`src/pkg/fcd_map.svh`:
```
// offsets, field positions and clock rate of the dma controller
`ifndef FCD_MAP_SVH
`define FCD_MAP_SVH
`define FCD_CHANNELS        4
`define FCD_MSG_WORDS       8
`define FCD_FIFO_DEPTH      32
`define FCD_WORD_W          16
`define FCD_ADDR_W          24
// command word 0 fields
`define FCD_W0_TYPE_LSB     0
`define FCD_W0_WIDE_BIT     2
`define FCD_W0_SAME_BIT     3
`define FCD_W0_CHAN_LSB     4
`define FCD_W0_DEV_LSB      6
`define FCD_W0_SINGLE_BIT   8
`define FCD_W0_ABORT_BIT    12
// status word codes
`define FCD_ST_DONE         4'h1
`define FCD_ST_ABORT        4'h2
`define FCD_ST_REJECT       4'h3
// clock rate
`define FCD_CLK_MHZ         250
`endif

```
`src/pkg/fcd_pkg.sv`:
```
// types of the four channel dma controller
package fcd_pkg;
  typedef enum logic [1:0]
  {
    FCD_M2M = 2'b00,
    FCD_M2D = 2'b01,
    FCD_D2M = 2'b10,
    FCD_D2D = 2'b11
  } fcd_xtype_e;

  typedef enum logic [2:0]
  {
    FCD_SLAVE  = 3'b000,
    FCD_REQ    = 3'b001,
    FCD_FLY    = 3'b010,
    FCD_RD     = 3'b011,
    FCD_WR     = 3'b100,
    FCD_REPORT = 3'b101
  } fcd_state_e;

  typedef struct packed
  {
    logic        active;
    fcd_xtype_e  xtype;
    logic        wide;
    logic        same_lane;
    logic        single;
    logic [1:0]  dev_src;
    logic [1:0]  dev_dst;
    logic [23:0] src;
    logic [23:0] dst;
    logic [15:0] count;
    logic [7:0]  ident;
  } fcd_chan_s;
endpackage

```
`src/pkg/fcd_stream_if.sv`:
```
// valid/ready word stream between the controller's own modules
`timescale 1ns/10ps
interface fcd_stream_if;
  logic        valid;
  logic        ready;
  logic [15:0] data;
  modport src (output valid, output data, input ready);
  modport snk (input valid, input data, output ready);
endinterface

```
`src/rtl/fcd_fifo.sv`:
```
// command fifo with parameterised width and depth
`timescale 1ns/10ps
`include "fcd_map.svh"
module fcd_fifo #(
  parameter int WIDTH = `FCD_WORD_W,
  parameter int DEPTH = `FCD_FIFO_DEPTH
) (
  // clock and reset
  input  wire logic mclk,
  input  wire logic reset_n,
  // streams
  fcd_stream_if.snk in_s,
  fcd_stream_if.src out_s
);
  localparam int AW = $clog2(DEPTH);
  logic [WIDTH-1:0] mem_r [DEPTH];
  logic [AW-1:0]    wp_r, wp_nxt, rp_r, rp_nxt;
  logic [AW:0]      cnt_r, cnt_nxt;
  logic             push, pop;

  assign in_s.ready  = (cnt_r != DEPTH[AW:0]);
  assign out_s.valid = (cnt_r != '0);
  assign out_s.data  = mem_r[rp_r];
  assign push        = in_s.valid && in_s.ready;
  assign pop         = out_s.valid && out_s.ready;

  always_comb
  begin
    wp_nxt  = push ? wp_r + 1'b1 : wp_r;
    rp_nxt  = pop ? rp_r + 1'b1 : rp_r;
    cnt_nxt = cnt_r + {{AW{1'b0}}, push} - {{AW{1'b0}}, pop};
  end

  always_ff @(posedge mclk or negedge reset_n)
  begin
    if (!reset_n)
    begin
      wp_r  <= '0;
      rp_r  <= '0;
      cnt_r <= '0;
    end
    else
    begin
      wp_r  <= wp_nxt;
      rp_r  <= rp_nxt;
      cnt_r <= cnt_nxt;
    end
  end

  always_ff @(posedge mclk)
  begin
    if (push)
      mem_r[wp_r] <= in_s.data;
  end
endmodule

```
`src/rtl/fcd_addr_step.sv`:
```
// next address and count of one transfer step
`timescale 1ns/10ps
module fcd_addr_step (
  // current values
  input  wire logic [23:0] addr,
  input  wire logic [15:0] count,
  input  wire logic        wide,
  input  wire logic        fixed,
  // results
  output logic [23:0]      addr_next,
  output logic [15:0]      count_next,
  output logic             last
);
  // devices have no address, so theirs stays fixed
  assign addr_next  = fixed ? addr : addr + (wide ? 24'h000002 : 24'h000001);
  assign count_next = count - 16'h0001;
  assign last       = (count == 16'h0001);
endmodule

```
`src/rtl/fcd_dma.sv`:
```
// four channel dma controller top
//
// Contract
// - four independent channels, each any transfer type
// - after reset stay slave, bus undriven, until a message arrives
// - ready transfer requests bus; on grant drive address, data, strobes
// - end, preemption or abort ends transfer, frees bus, back to slave
// - each cycle test count, make strobes, compute next address together
// - fly-by only for memory and device on same data lanes
// - fly-by starts only after peripheral request asserted
// - fly-by drives memory address, read to source, write to destination
// - fly-by asserts device acknowledge as its chip select
// - fly-by operand passes directly in one bus cycle
// - fly-by moves one word per cycle with ready targets
// - double cycle for memory-memory, device-device, mismatched lanes
// - memory copies use separate source and destination addresses
// - double cycle reads, holds operand, then writes it
// - low ready stretches the bus cycle until ready high
// - memory copies self-request continuously, back to back
// - single mode: one request per operand, low between
// - device transfers wait for external request
// - bus request active low; master only after grant low
// - lost grant releases bus; re-request while work pending
// - report puts status word out, goes slave, raises interrupt
`timescale 1ns/10ps
`include "fcd_map.svh"
module fcd_dma (
  // clock and reset
  input  wire logic        mclk,
  input  wire logic        reset_n,
  // host command write port
  input  wire logic        cmd_valid,
  input  wire logic [15:0] cmd_data,
  output logic             cmd_ready,
  input  wire logic        status_ack,
  output logic [15:0]      status_output_register,
  output logic             host_interrupt,
  // arbiter
  output logic             bus_request_n,
  input  wire logic        bus_grant_n,
  output logic             bus_master,
  // system bus
  output logic [23:0]      addr_out,
  output logic             addr_oe,
  input  wire logic [15:0] data_in,
  output logic [15:0]      data_out,
  output logic             data_oe,
  output logic             rd_n,
  output logic             wr_n,
  output logic             word_n,
  input  wire logic        ready,
  // peripherals
  input  wire logic [3:0]  transfer_request,
  output logic [3:0]       transfer_acknowledge_n,
  input  wire logic        hw_abort
);
  fcd_stream_if cin();
  fcd_stream_if cout();

  assign cin.valid = cmd_valid;
  assign cin.data  = cmd_data;
  assign cmd_ready = cin.ready;

  fcd_fifo #(.WIDTH(`FCD_WORD_W), .DEPTH(`FCD_FIFO_DEPTH)) u_fifo (
    .mclk    (mclk),
    .reset_n (reset_n),
    .in_s    (cin),
    .out_s   (cout)
  );

  // =========================================
  // message assembly
  logic [15:0]        msg_r [8];
  logic [2:0]         widx_r, widx_nxt;
  logic               msg_done;
  fcd_pkg::fcd_chan_s ch_r [4];
  fcd_pkg::fcd_chan_s ch_nxt [4];
  fcd_pkg::fcd_state_e st_r, st_nxt;
  logic [1:0]         cur_r, cur_nxt;
  logic [15:0]        hold_r, hold_nxt;
  logic [15:0]        stat_r, stat_nxt;
  logic               irq_r, irq_nxt;
  logic               pend_r, pend_nxt;

  // message only drained while not mid-transfer, so the fifo backs up
  assign cout.ready = (st_r == fcd_pkg::FCD_SLAVE) && !pend_r;
  assign msg_done   = cout.valid && cout.ready && (widx_r == 3'h7);

  always_comb
  begin
    widx_nxt = (cout.valid && cout.ready) ? widx_r + 3'h1 : widx_r;
  end

  always_ff @(posedge mclk or negedge reset_n)
  begin
    if (!reset_n)
      widx_r <= 3'h0;
    else
      widx_r <= widx_nxt;
  end

  always_ff @(posedge mclk)
  begin
    if (cout.valid && cout.ready)
      msg_r[widx_r] <= cout.data;
  end

  // =========================================
  // channel selection
  logic [3:0] want;
  logic       any_want;
  logic [1:0] pick;
  fcd_pkg::fcd_chan_s cc;
  logic       is_dev_src, is_dev_dst, fly;
  logic [1:0] dev;

  always_comb
  begin
    want = 4'h0;
    for (int i = 0; i < 4; i++)
    begin
      case (ch_r[i].xtype)
        fcd_pkg::FCD_M2M: want[i] = ch_r[i].active;
        fcd_pkg::FCD_D2M, fcd_pkg::FCD_D2D: want[i] = ch_r[i].active && transfer_request[ch_r[i].dev_src];
        default: want[i] = ch_r[i].active && transfer_request[ch_r[i].dev_dst];
      endcase
    end
  end

  // lower channel number wins
  always_comb
  begin
    pick = 2'h0;
    for (int i = 3; i >= 0; i--)
    begin
      if (want[i])
        pick = i[1:0];
    end
  end
  assign any_want = |want;

  assign cc         = ch_r[cur_r];
  assign is_dev_src = (cc.xtype == fcd_pkg::FCD_D2M) || (cc.xtype == fcd_pkg::FCD_D2D);
  assign is_dev_dst = (cc.xtype == fcd_pkg::FCD_M2D) || (cc.xtype == fcd_pkg::FCD_D2D);
  // fly-by needs exactly one device and shared lanes
  assign fly        = (is_dev_src ^ is_dev_dst) && cc.same_lane;
  assign dev        = is_dev_src ? cc.dev_src : cc.dev_dst;

  logic [23:0] sa_n, da_n;
  logic [15:0] cnt_n;
  logic        last;

  fcd_addr_step u_src_step (
    .addr       (cc.src),
    .count      (cc.count),
    .wide       (cc.wide),
    .fixed      (is_dev_src),
    .addr_next  (sa_n),
    .count_next (cnt_n),
    .last       (last)
  );

  fcd_addr_step u_dst_step (
    .addr       (cc.dst),
    .count      (cc.count),
    .wide       (cc.wide),
    .fixed      (is_dev_dst),
    .addr_next  (da_n),
    .count_next (),
    .last       ()
  );

  // =========================================
  // transfer sequencer
  logic still_req;
  assign still_req = is_dev_src ? transfer_request[cc.dev_src] :
                     is_dev_dst ? transfer_request[cc.dev_dst] : 1'b1;

  always_comb
  begin
    st_nxt   = st_r;
    cur_nxt  = cur_r;
    hold_nxt = hold_r;
    stat_nxt = stat_r;
    irq_nxt  = irq_r && !status_ack;
    pend_nxt = pend_r;
    for (int i = 0; i < 4; i++)
      ch_nxt[i] = ch_r[i];
    case (st_r)
      fcd_pkg::FCD_SLAVE:
      begin
        if (msg_done)
        begin
          if (msg_r[0][`FCD_W0_ABORT_BIT])
            ch_nxt[msg_r[0][`FCD_W0_CHAN_LSB +: 2]].active = 1'b0;
          else if (msg_r[6] == 16'h0000)
          begin
            stat_nxt = {`FCD_ST_REJECT, 4'h0, cout.data[7:0]};
            irq_nxt  = 1'b1;
          end
          else
          begin
            ch_nxt[msg_r[0][`FCD_W0_CHAN_LSB +: 2]] = '{
              active:    1'b1,
              xtype:     fcd_pkg::fcd_xtype_e'(msg_r[0][`FCD_W0_TYPE_LSB +: 2]),
              wide:      msg_r[0][`FCD_W0_WIDE_BIT] && !msg_r[1][0] && !msg_r[3][0],
              same_lane: msg_r[0][`FCD_W0_SAME_BIT],
              single:    msg_r[0][`FCD_W0_SINGLE_BIT],
              dev_src:   msg_r[0][`FCD_W0_DEV_LSB +: 2],
              dev_dst:   msg_r[0][`FCD_W0_DEV_LSB + 2 +: 2],
              src:       {msg_r[2][7:0], msg_r[1]},
              dst:       {msg_r[4][7:0], msg_r[3]},
              count:     msg_r[6],
              ident:     cout.data[7:0]};
          end
        end
        else if (any_want)
        begin
          cur_nxt = pick;
          st_nxt  = fcd_pkg::FCD_REQ;
        end
        pend_nxt = 1'b0;
      end
      fcd_pkg::FCD_REQ:
      begin
        if (!bus_grant_n)
          st_nxt = fly ? fcd_pkg::FCD_FLY : fcd_pkg::FCD_RD;
      end
      fcd_pkg::FCD_FLY, fcd_pkg::FCD_RD, fcd_pkg::FCD_WR:
      begin
        if (hw_abort)
        begin
          ch_nxt[cur_r].active = 1'b0;
          stat_nxt = {`FCD_ST_ABORT, 4'h0, cc.ident};
          irq_nxt  = 1'b1;
          st_nxt   = fcd_pkg::FCD_SLAVE;
        end
        else if (bus_grant_n)
        begin
          pend_nxt = 1'b1;
          st_nxt   = fcd_pkg::FCD_SLAVE;
        end
        else if (ready && (st_r == fcd_pkg::FCD_RD))
        begin
          hold_nxt = data_in;
          st_nxt   = fcd_pkg::FCD_WR;
        end
        else if (ready)
        begin
          ch_nxt[cur_r].src   = sa_n;
          ch_nxt[cur_r].dst   = da_n;
          ch_nxt[cur_r].count = cnt_n;
          if (last)
          begin
            ch_nxt[cur_r].active = 1'b0;
            stat_nxt = {`FCD_ST_DONE, 4'h0, cc.ident};
            irq_nxt  = 1'b1;
            st_nxt   = fcd_pkg::FCD_SLAVE;
          end
          else if (any_want && (pick < cur_r))
            st_nxt = fcd_pkg::FCD_SLAVE;
          else if (cc.single || !still_req)
            st_nxt = fcd_pkg::FCD_SLAVE;
          else
            st_nxt = fly ? fcd_pkg::FCD_FLY : fcd_pkg::FCD_RD;
        end
      end
      default: st_nxt = fcd_pkg::FCD_SLAVE;
    endcase
  end

  always_ff @(posedge mclk or negedge reset_n)
  begin
    if (!reset_n)
    begin
      st_r   <= fcd_pkg::FCD_SLAVE;
      cur_r  <= 2'h0;
      hold_r <= 16'h0000;
      stat_r <= 16'h0000;
      irq_r  <= 1'b0;
      pend_r <= 1'b0;
      for (int i = 0; i < 4; i++)
        ch_r[i] <= '0;
    end
    else
    begin
      st_r   <= st_nxt;
      cur_r  <= cur_nxt;
      hold_r <= hold_nxt;
      stat_r <= stat_nxt;
      irq_r  <= irq_nxt;
      pend_r <= pend_nxt;
      for (int i = 0; i < 4; i++)
        ch_r[i] <= ch_nxt[i];
    end
  end

  // =========================================
  // bus outputs; all held by state while ready is low
  logic active_bus;
  assign active_bus = (st_r == fcd_pkg::FCD_FLY) || (st_r == fcd_pkg::FCD_RD) || (st_r == fcd_pkg::FCD_WR);

  assign bus_request_n = (st_r != fcd_pkg::FCD_REQ);
  assign bus_master    = active_bus;
  assign addr_oe       = active_bus && !(st_r == fcd_pkg::FCD_RD ? is_dev_src : (st_r == fcd_pkg::FCD_WR && is_dev_dst));
  assign addr_out      = (st_r == fcd_pkg::FCD_WR || (st_r == fcd_pkg::FCD_FLY && is_dev_src)) ? cc.dst : cc.src;
  assign rd_n          = !(st_r == fcd_pkg::FCD_FLY || st_r == fcd_pkg::FCD_RD);
  assign wr_n          = !(st_r == fcd_pkg::FCD_FLY || st_r == fcd_pkg::FCD_WR);
  assign data_oe       = (st_r == fcd_pkg::FCD_WR);
  assign data_out      = hold_r;
  assign word_n        = !(active_bus && cc.wide);
  assign status_output_register = stat_r;
  assign host_interrupt = irq_r;

  always_comb
  begin
    transfer_acknowledge_n = 4'hF;
    if (st_r == fcd_pkg::FCD_FLY)
      transfer_acknowledge_n[dev] = 1'b0;
    else if (st_r == fcd_pkg::FCD_RD && is_dev_src)
      transfer_acknowledge_n[cc.dev_src] = 1'b0;
    else if (st_r == fcd_pkg::FCD_WR && is_dev_dst)
      transfer_acknowledge_n[cc.dev_dst] = 1'b0;
  end

  // =========================================
  // checks
  property p_req_before_master;
    @(posedge mclk) disable iff (!reset_n)
      $rose(bus_master) |-> $past(!bus_grant_n) && $past(!bus_request_n);
  endproperty
  a_req_before_master: assert property (p_req_before_master) else $error("master without grant");

  property p_slave_idle;
    @(posedge mclk) disable iff (!reset_n)
      !bus_master |-> rd_n && wr_n && !addr_oe && !data_oe && (transfer_acknowledge_n == 4'hF);
  endproperty
  a_slave_idle: assert property (p_slave_idle) else $error("bus driven in slave mode");

  property p_wait_holds;
    @(posedge mclk) disable iff (!reset_n)
      bus_master && !ready && !bus_grant_n && !hw_abort |=> $stable(addr_out) && $stable(rd_n) && $stable(wr_n);
  endproperty
  a_wait_holds: assert property (p_wait_holds) else $error("bus moved while not ready");

  property p_fly_ack;
    @(posedge mclk) disable iff (!reset_n)
      (st_r == fcd_pkg::FCD_FLY) |-> !rd_n && !wr_n && (transfer_acknowledge_n != 4'hF);
  endproperty
  a_fly_ack: assert property (p_fly_ack) else $error("fly-by without strobes or ack");

  property p_rd_then_wr;
    @(posedge mclk) disable iff (!reset_n)
      (st_r == fcd_pkg::FCD_RD) && ready && !bus_grant_n && !hw_abort |=> (st_r == fcd_pkg::FCD_WR) && data_oe;
  endproperty
  a_rd_then_wr: assert property (p_rd_then_wr) else $error("read not followed by write");

  property p_lost_grant;
    @(posedge mclk) disable iff (!reset_n)
      bus_master && bus_grant_n |=> !bus_master;
  endproperty
  a_lost_grant: assert property (p_lost_grant) else $error("bus kept after grant withdrawn");

  property p_done_irq;
    @(posedge mclk) disable iff (!reset_n)
      bus_master && ready && last && (st_r != fcd_pkg::FCD_RD) && !bus_grant_n && !hw_abort |=> host_interrupt && !bus_master;
  endproperty
  a_done_irq: assert property (p_done_irq) else $error("completion not reported");

  property p_fly_needs_lanes;
    @(posedge mclk) disable iff (!reset_n)
      (st_r == fcd_pkg::FCD_FLY) |-> cc.same_lane && (is_dev_src != is_dev_dst);
  endproperty
  a_fly_needs_lanes: assert property (p_fly_needs_lanes) else $error("illegal fly-by");

  c_fly: cover property (@(posedge mclk) disable iff (!reset_n) (st_r == fcd_pkg::FCD_FLY) ##1 (st_r == fcd_pkg::FCD_FLY));
  c_dbl: cover property (@(posedge mclk) disable iff (!reset_n) (st_r == fcd_pkg::FCD_RD) ##1 (st_r == fcd_pkg::FCD_WR));
  c_irq: cover property (@(posedge mclk) disable iff (!reset_n) $rose(host_interrupt));
endmodule

```
`config.mk`:
```
export PLATFORM = sky130hd
export DESIGN_NAME = fcd_dma
export DESIGN_NICKNAME = d
export VERILOG_FILES = /design/src/pkg/fcd_pkg.sv /design/src/pkg/fcd_stream_if.sv /design/src/rtl/fcd_fifo.sv /design/src/rtl/fcd_addr_step.sv /design/src/rtl/fcd_dma.sv
export VERILOG_INCLUDE_DIRS = /design/src /design/src/pkg
export SDC_FILE = /design/constraint.sdc
export NUM_CORES = 2
export LEC_CHECK = 0
export ABC_AREA = 1
export BUFFER_PORTS_ARGS = -buffer_cell sky130_fd_sc_hd__buf_2
export CAP_MARGIN = 20
export CORE_UTILIZATION = 60
export CTS_CLUSTER_DIAMETER = 60
export DETAILED_ROUTE_END_ITERATION = 10
export PLACE_DENSITY_LB_ADDON = 0.25
export SLEW_MARGIN = 20
export SYNTH_ARGS = -nofsm -noshare
export SYNTH_HDL_FRONTEND = slang
export SYNTH_SLANG_ARGS = --single-unit
```
`constraint.sdc`:
```
create_clock -name mclk -period 4 [get_ports mclk]
set_input_delay 0.2 -clock mclk [delete_from_list [all_inputs] [get_ports mclk]]
set_output_delay 0.2 -clock mclk [all_outputs]
set_load 0.1 [all_outputs]
```
==> flow_metrics.py <==
metrics = {
    "power_and_ir_drop": {
        "seqPwrFrac_pct": 32.5,
        "combPwrFrac_pct": 47.4,
        "clkPwrFrac_pct": 20.1,
        "cellLeakagePower_nw": 20.5,
        "swShare_pct": 46.3,
        "power.density_nw_per_um2": 888,
        "finalPower_mw": 45.0,
        "irDropWorstVdd_mv": 0.722,
        "switching_power_mw": 20.8,
        "p_int_mw": 24.2,
    },
    "yosys": {
        "yosysTopAreaCell": "edfxtp_1",
        "muxShareOfSynthArea_pct": 0.400,
        "yosysWarnings": 0,
        "synth_cell_types": 60,
        "synth.avg_cell_area_um2": 9.29,
        "syn-instance-count": 4845,
        "synth_top_area_share_pct": 39.2,
        "ys.flop_type": "edfxtp_1",
        "netlist_top_cells_area": "edfxtp_1 39%, dfrtp_1 21%, nand2_1 8.7%",
        "yosysSeqAreaShare_pct": 60.1,
        "yosys.area_share.simple_pct": 21.0,
        "synth_seq_cells": 963,
        "synth-edff-count": 587,
        "netlist_area_um2": 45000,
        "synth_async_sr_flop_share_pct": 39.0,
        "synth_top_family_by_area": "simple AND/OR/NAND/NOR gates",
        "synthAdderAreaFrac_pct": 0.829,
        "synth_compound_area_share_pct": 11.8,
        "synth_xor_area_share_pct": 0.834,
    },
    "setup_path": {
        "critPathArrivalTime_ns": 3.67,
        "worst-r2r-setup-slack_ns": 0.22,
        "worstReg2RegStart": "cur_r[1]",
        "cp.required_ns": 3.80,
        "worstSetupEndpointType": "primary output",
        "crit_end": "addr_out[6]",
        "cp-startpoint": "cur_r[1]",
        "path_max_fanout": 55,
        "rr_worst_depth": 16,
        "worstReg2RegEnd": "ch_r[304]",
        "critPathLaunchType": "flop",
        "critical_path_class": "flop to primary output",
    },
    "global_routing": {
        "grt-ovfl-total": 0,
        "grt_pass1_wl_um": 203000,
        "antenna_found_initial": 2,
        "track_usage_pct": 35.3,
        "grt_pass1_vias": 35600,
        "grt_max_degree": 115,
    },
    "worst_hold_path": {
        "hold_class": "primary input to flop",
    },
    "timing": {
        "hold_viol": 0,
        "finalMaxSlewViolations": 0,
        "tightest_slew_ns": 1.12,
        "fin_ws_ns": 0.125,
        "holdWs_ns": 0.0272,
        "period_minus_slack_ns": 3.87,
        "period_share_pct": 96.9,
        "timing.slew.headroom_pct": 24.9,
        "fin_worst_skew_ns": 0.0395,
        "finalSetupViolations": 0,
        "timing.fmax_mhz": 258,
    },
    "place": {
        "pre_cts_slack_ns": 0.356,
        "dpl.cell_count": 5775,
        "port_buffers": 105,
        "hpwl_um": 78200,
        "place.gp.congestion": 0.973,
    },
    "clock_tree": {
        "h-tree-depth": 3,
        "cts-buffers-inserted": 98,
        "cts_buffer_depth": 3,
        "clk_latency_ns": 0.70,
        "cts_tree": "built",
        "clkTransAtPathRegs_ns": 0.06,
        "clock_sinks": 963,
        "cts-root-buf": "clkbuf_16",
    },
    "die": {
        "die_h_um": 276,
        "start_util_pct": 60.6,
        "die_w_um": 276,
        "coreArea_um2": 74300,
        "fp-row-count": 100,
        "ios": 112,
        "die-area_um2": 76100,
    },
    "drt": {
        "drt-pass1-iter-count": 9,
        "vias": 37100,
        "ant_nets": 0,
        "highest_layer": "met4",
        "dr.first_iter.drc_count": 4841,
        "drt-met1-wl_um": 48000,
        "wire_per_inst_um": 22.5,
        "routed_wl_um": 134000,
        "drcViolationCount": 0,
        "dr_wl_met2_um": 63100,
        "wl_met3_um": 14600,
        "vias_per_cell": 6.20,
    },
    "cells_and_area": {
        "instances_no_fill": 5981,
        "antennaDiodeCount": 0,
        "nets": 5003,
        "syn_to_final_growth_pct": 12.6,
        "drive_gt1_share_pct": 10.5,
    },
    "run": {
        "max-cap-violations": 0,
    },
    "outcome": {
        "status": "finished clean",
    },
}
==> placed cells by master, fill, tap and decap left out, types with 6 or more instances in the layout <==
| cell type | Yosys | final |
|---|---|---|
| a21oi_1 | 294 | 294 |
| a22oi_1 | 6 | 6 |
| buf_12 | 1 | 49 |
| buf_2 | 64 | 76 |
| buf_4 | 17 | 105 |
| clkbuf_1 | 168 | 19 |
| clkbuf_16 | 0 | 101 |
| clkbuf_8 | 0 | 13 |
| clkinv_1 | 3 | 17 |
| clkinv_2 | 0 | 22 |
| conb_1 | 1 | 6 |
| dfrtp_1 | 376 | 372 |
| dlygate4sd3_1 | 0 | 23 |
| edfxtp_1 | 587 | 587 |
| ha_1 | 25 | 25 |
| inv_1 | 237 | 235 |
| inv_2 | 23 | 24 |
| mux2_2 | 16 | 16 |
| nand2_1 | 1045 | 1044 |
| nand2_2 | 22 | 23 |
| nand3_1 | 205 | 205 |
| nand3b_1 | 6 | 6 |
| nand4_1 | 64 | 64 |
| nor2_1 | 891 | 884 |
| nor2_2 | 22 | 22 |
| nor2_4 | 13 | 20 |
| nor3_1 | 11 | 7 |
| o211ai_1 | 31 | 31 |
| o21ai_0 | 420 | 408 |
| o21ai_1 | 26 | 36 |
| o221ai_1 | 33 | 33 |
| o22ai_1 | 123 | 123 |
| xor2_1 | 23 | 23 |
| xor2_2 | 7 | 7 |
==> critical path, cell delays in order (launching register included) <==
cell and delay [ns]:
dfrtp_1 0.54, nand2_2 0.14, inv_2 0.06, buf_12 0.21, a22oi_1 0.22, nand2_1 0.11, ha_1 0.20, nor2_1 0.19
buf_4 0.20, o21ai_4 0.07, buf_12 0.16, buf_4 0.18, o21ai_0 0.43, buf_12 0.24
==> per-layer routing <==
layer / GRT usage [%] / up-vias
met5: 0 / -
met4: 21.0 / 0
met3: 6.42 / 564
met2: 57.4 / 2431
li1: - / 16600
met1: 44.4 / 17500
==> registers in the layout, indices dropped and copies added (netlist names) <==
| signal | count |
|---|---|
| ch_r | 324 |
| cur_r | 2 |
| data_out | 16 |
| host_interrupt | 1 |
| msg_r | 75 |
| pend_r | 1 |
| st_r | 3 |
| status_output_register | 10 |
| u_fifo.cnt_r | 6 |
| u_fifo.mem_r | 512 |
| u_fifo.rp_r | 5 |
| u_fifo.wp_r | 5 |
| widx_r | 3 |
==> cell type report <==
cell class              instances  area [um2]
multi-input cells            3352       15800
clock inverters                47         407
fillers                      5695       23700
repair buffers                254        2390
clock buffers                 133        2780
flip-flops and latches        963       27000
well taps                     969        1210
inverters                     263         992
==> cells in the mapped netlist (3+ instances only) <==
library cell / instances
and3_1: 3
o21ai_1: 26
a21oi_1: 294
buf_4: 17
nand4_1: 64
nand2_1: 1045
edfxtp_1: 587
o221ai_1: 33
inv_1: 237
nand2_2: 22
xor2_2: 7
a31oi_1: 7
nand3_1: 205
and2_1: 3
a22oi_1: 6
clkbuf_1: 168
ha_1: 25
o211ai_1: 31
nand3_2: 5
nor2_1: 891
dfrtp_1: 376
buf_1: 10
fa_1: 3
nor2_2: 22
nor2_4: 13
a221oi_1: 5
clkinv_1: 3
nand3b_1: 6
xor2_1: 23
buf_2: 64
o21ai_0: 420
o21ai_2: 3
nor3_1: 11
xnor2_1: 5
o31ai_1: 5
inv_2: 23
buf_6: 10
o22ai_1: 123
mux2_2: 16
==> repair_timing <==
| item | CTS | global route |
|---|---|---|
| gates resized for setup | 2 | 4 |
| endpoints found under the hold margin | 130 | 0 |
| endpoints found under the setup margin | 3 | 28 |
| buffers inserted | 0 | 3 |
| hold buffers | 23 | 0 |
| pin swaps | 1 | 1 |
==> cell families (layout without fill, tap and decap cells) <==
| group | Yosys count | count (layout) |
|---|---|---|
| flops | 963 | 963 |
| simple gates | 2303 | 2303 |
| other cells | 1 | 6 |
| buf+inv | 535 | 697 |
| fa+ha+maj | 28 | 28 |
| compound gates | 963 | 963 |
| mux | 16 | 16 |
| xor+xnor | 36 | 36 |
==> through the flow <==
step                cell area (um2)  TNS (ns)  util, %
floorplan                     45000     -8.13        -
global placement              47200         0     63.5
detailed placement            47200         0     63.5
CTS                           50600         0     68.1
global route                  50700   -0.0124     68.2
finish                        50700         0     68.2
==> power groups by stage <==
| stage | clock (mW) | sequential (mW) | combinational (mW) |
|---|---|---|---|
| after floorplan | 0 | 15.2 | 13.2 |
| after global placement | 0 | 14.7 | 20.3 |
| after detailed placement | 0 | 14.7 | 20.7 |
| after CTS | 9.10 | 14.6 | 20.8 |
| after global routing | 9.47 | 14.8 | 22.8 |
| final | 9.03 | 14.6 | 21.3 |
==> how the worst min path moves through the flow <==
stage                            from                  end  slack, ns  cells after the start
final                     cmd_data[1]  u_fifo.mem_r[14][1]       0.03                      1
after global routing      cmd_data[1]  u_fifo.mem_r[14][1]       0.03                      1
after CTS                 cmd_data[1]  u_fifo.mem_r[14][1]      0.008                      1
after detailed placement      reset_n             ch_r[73]       0.37                      1
after global placement        reset_n             ch_r[73]       0.37                      1
after floorplan               reset_n              ch_r[0]       -0.1                      0
No activity file was read; power rests on OpenSTA's default activity.
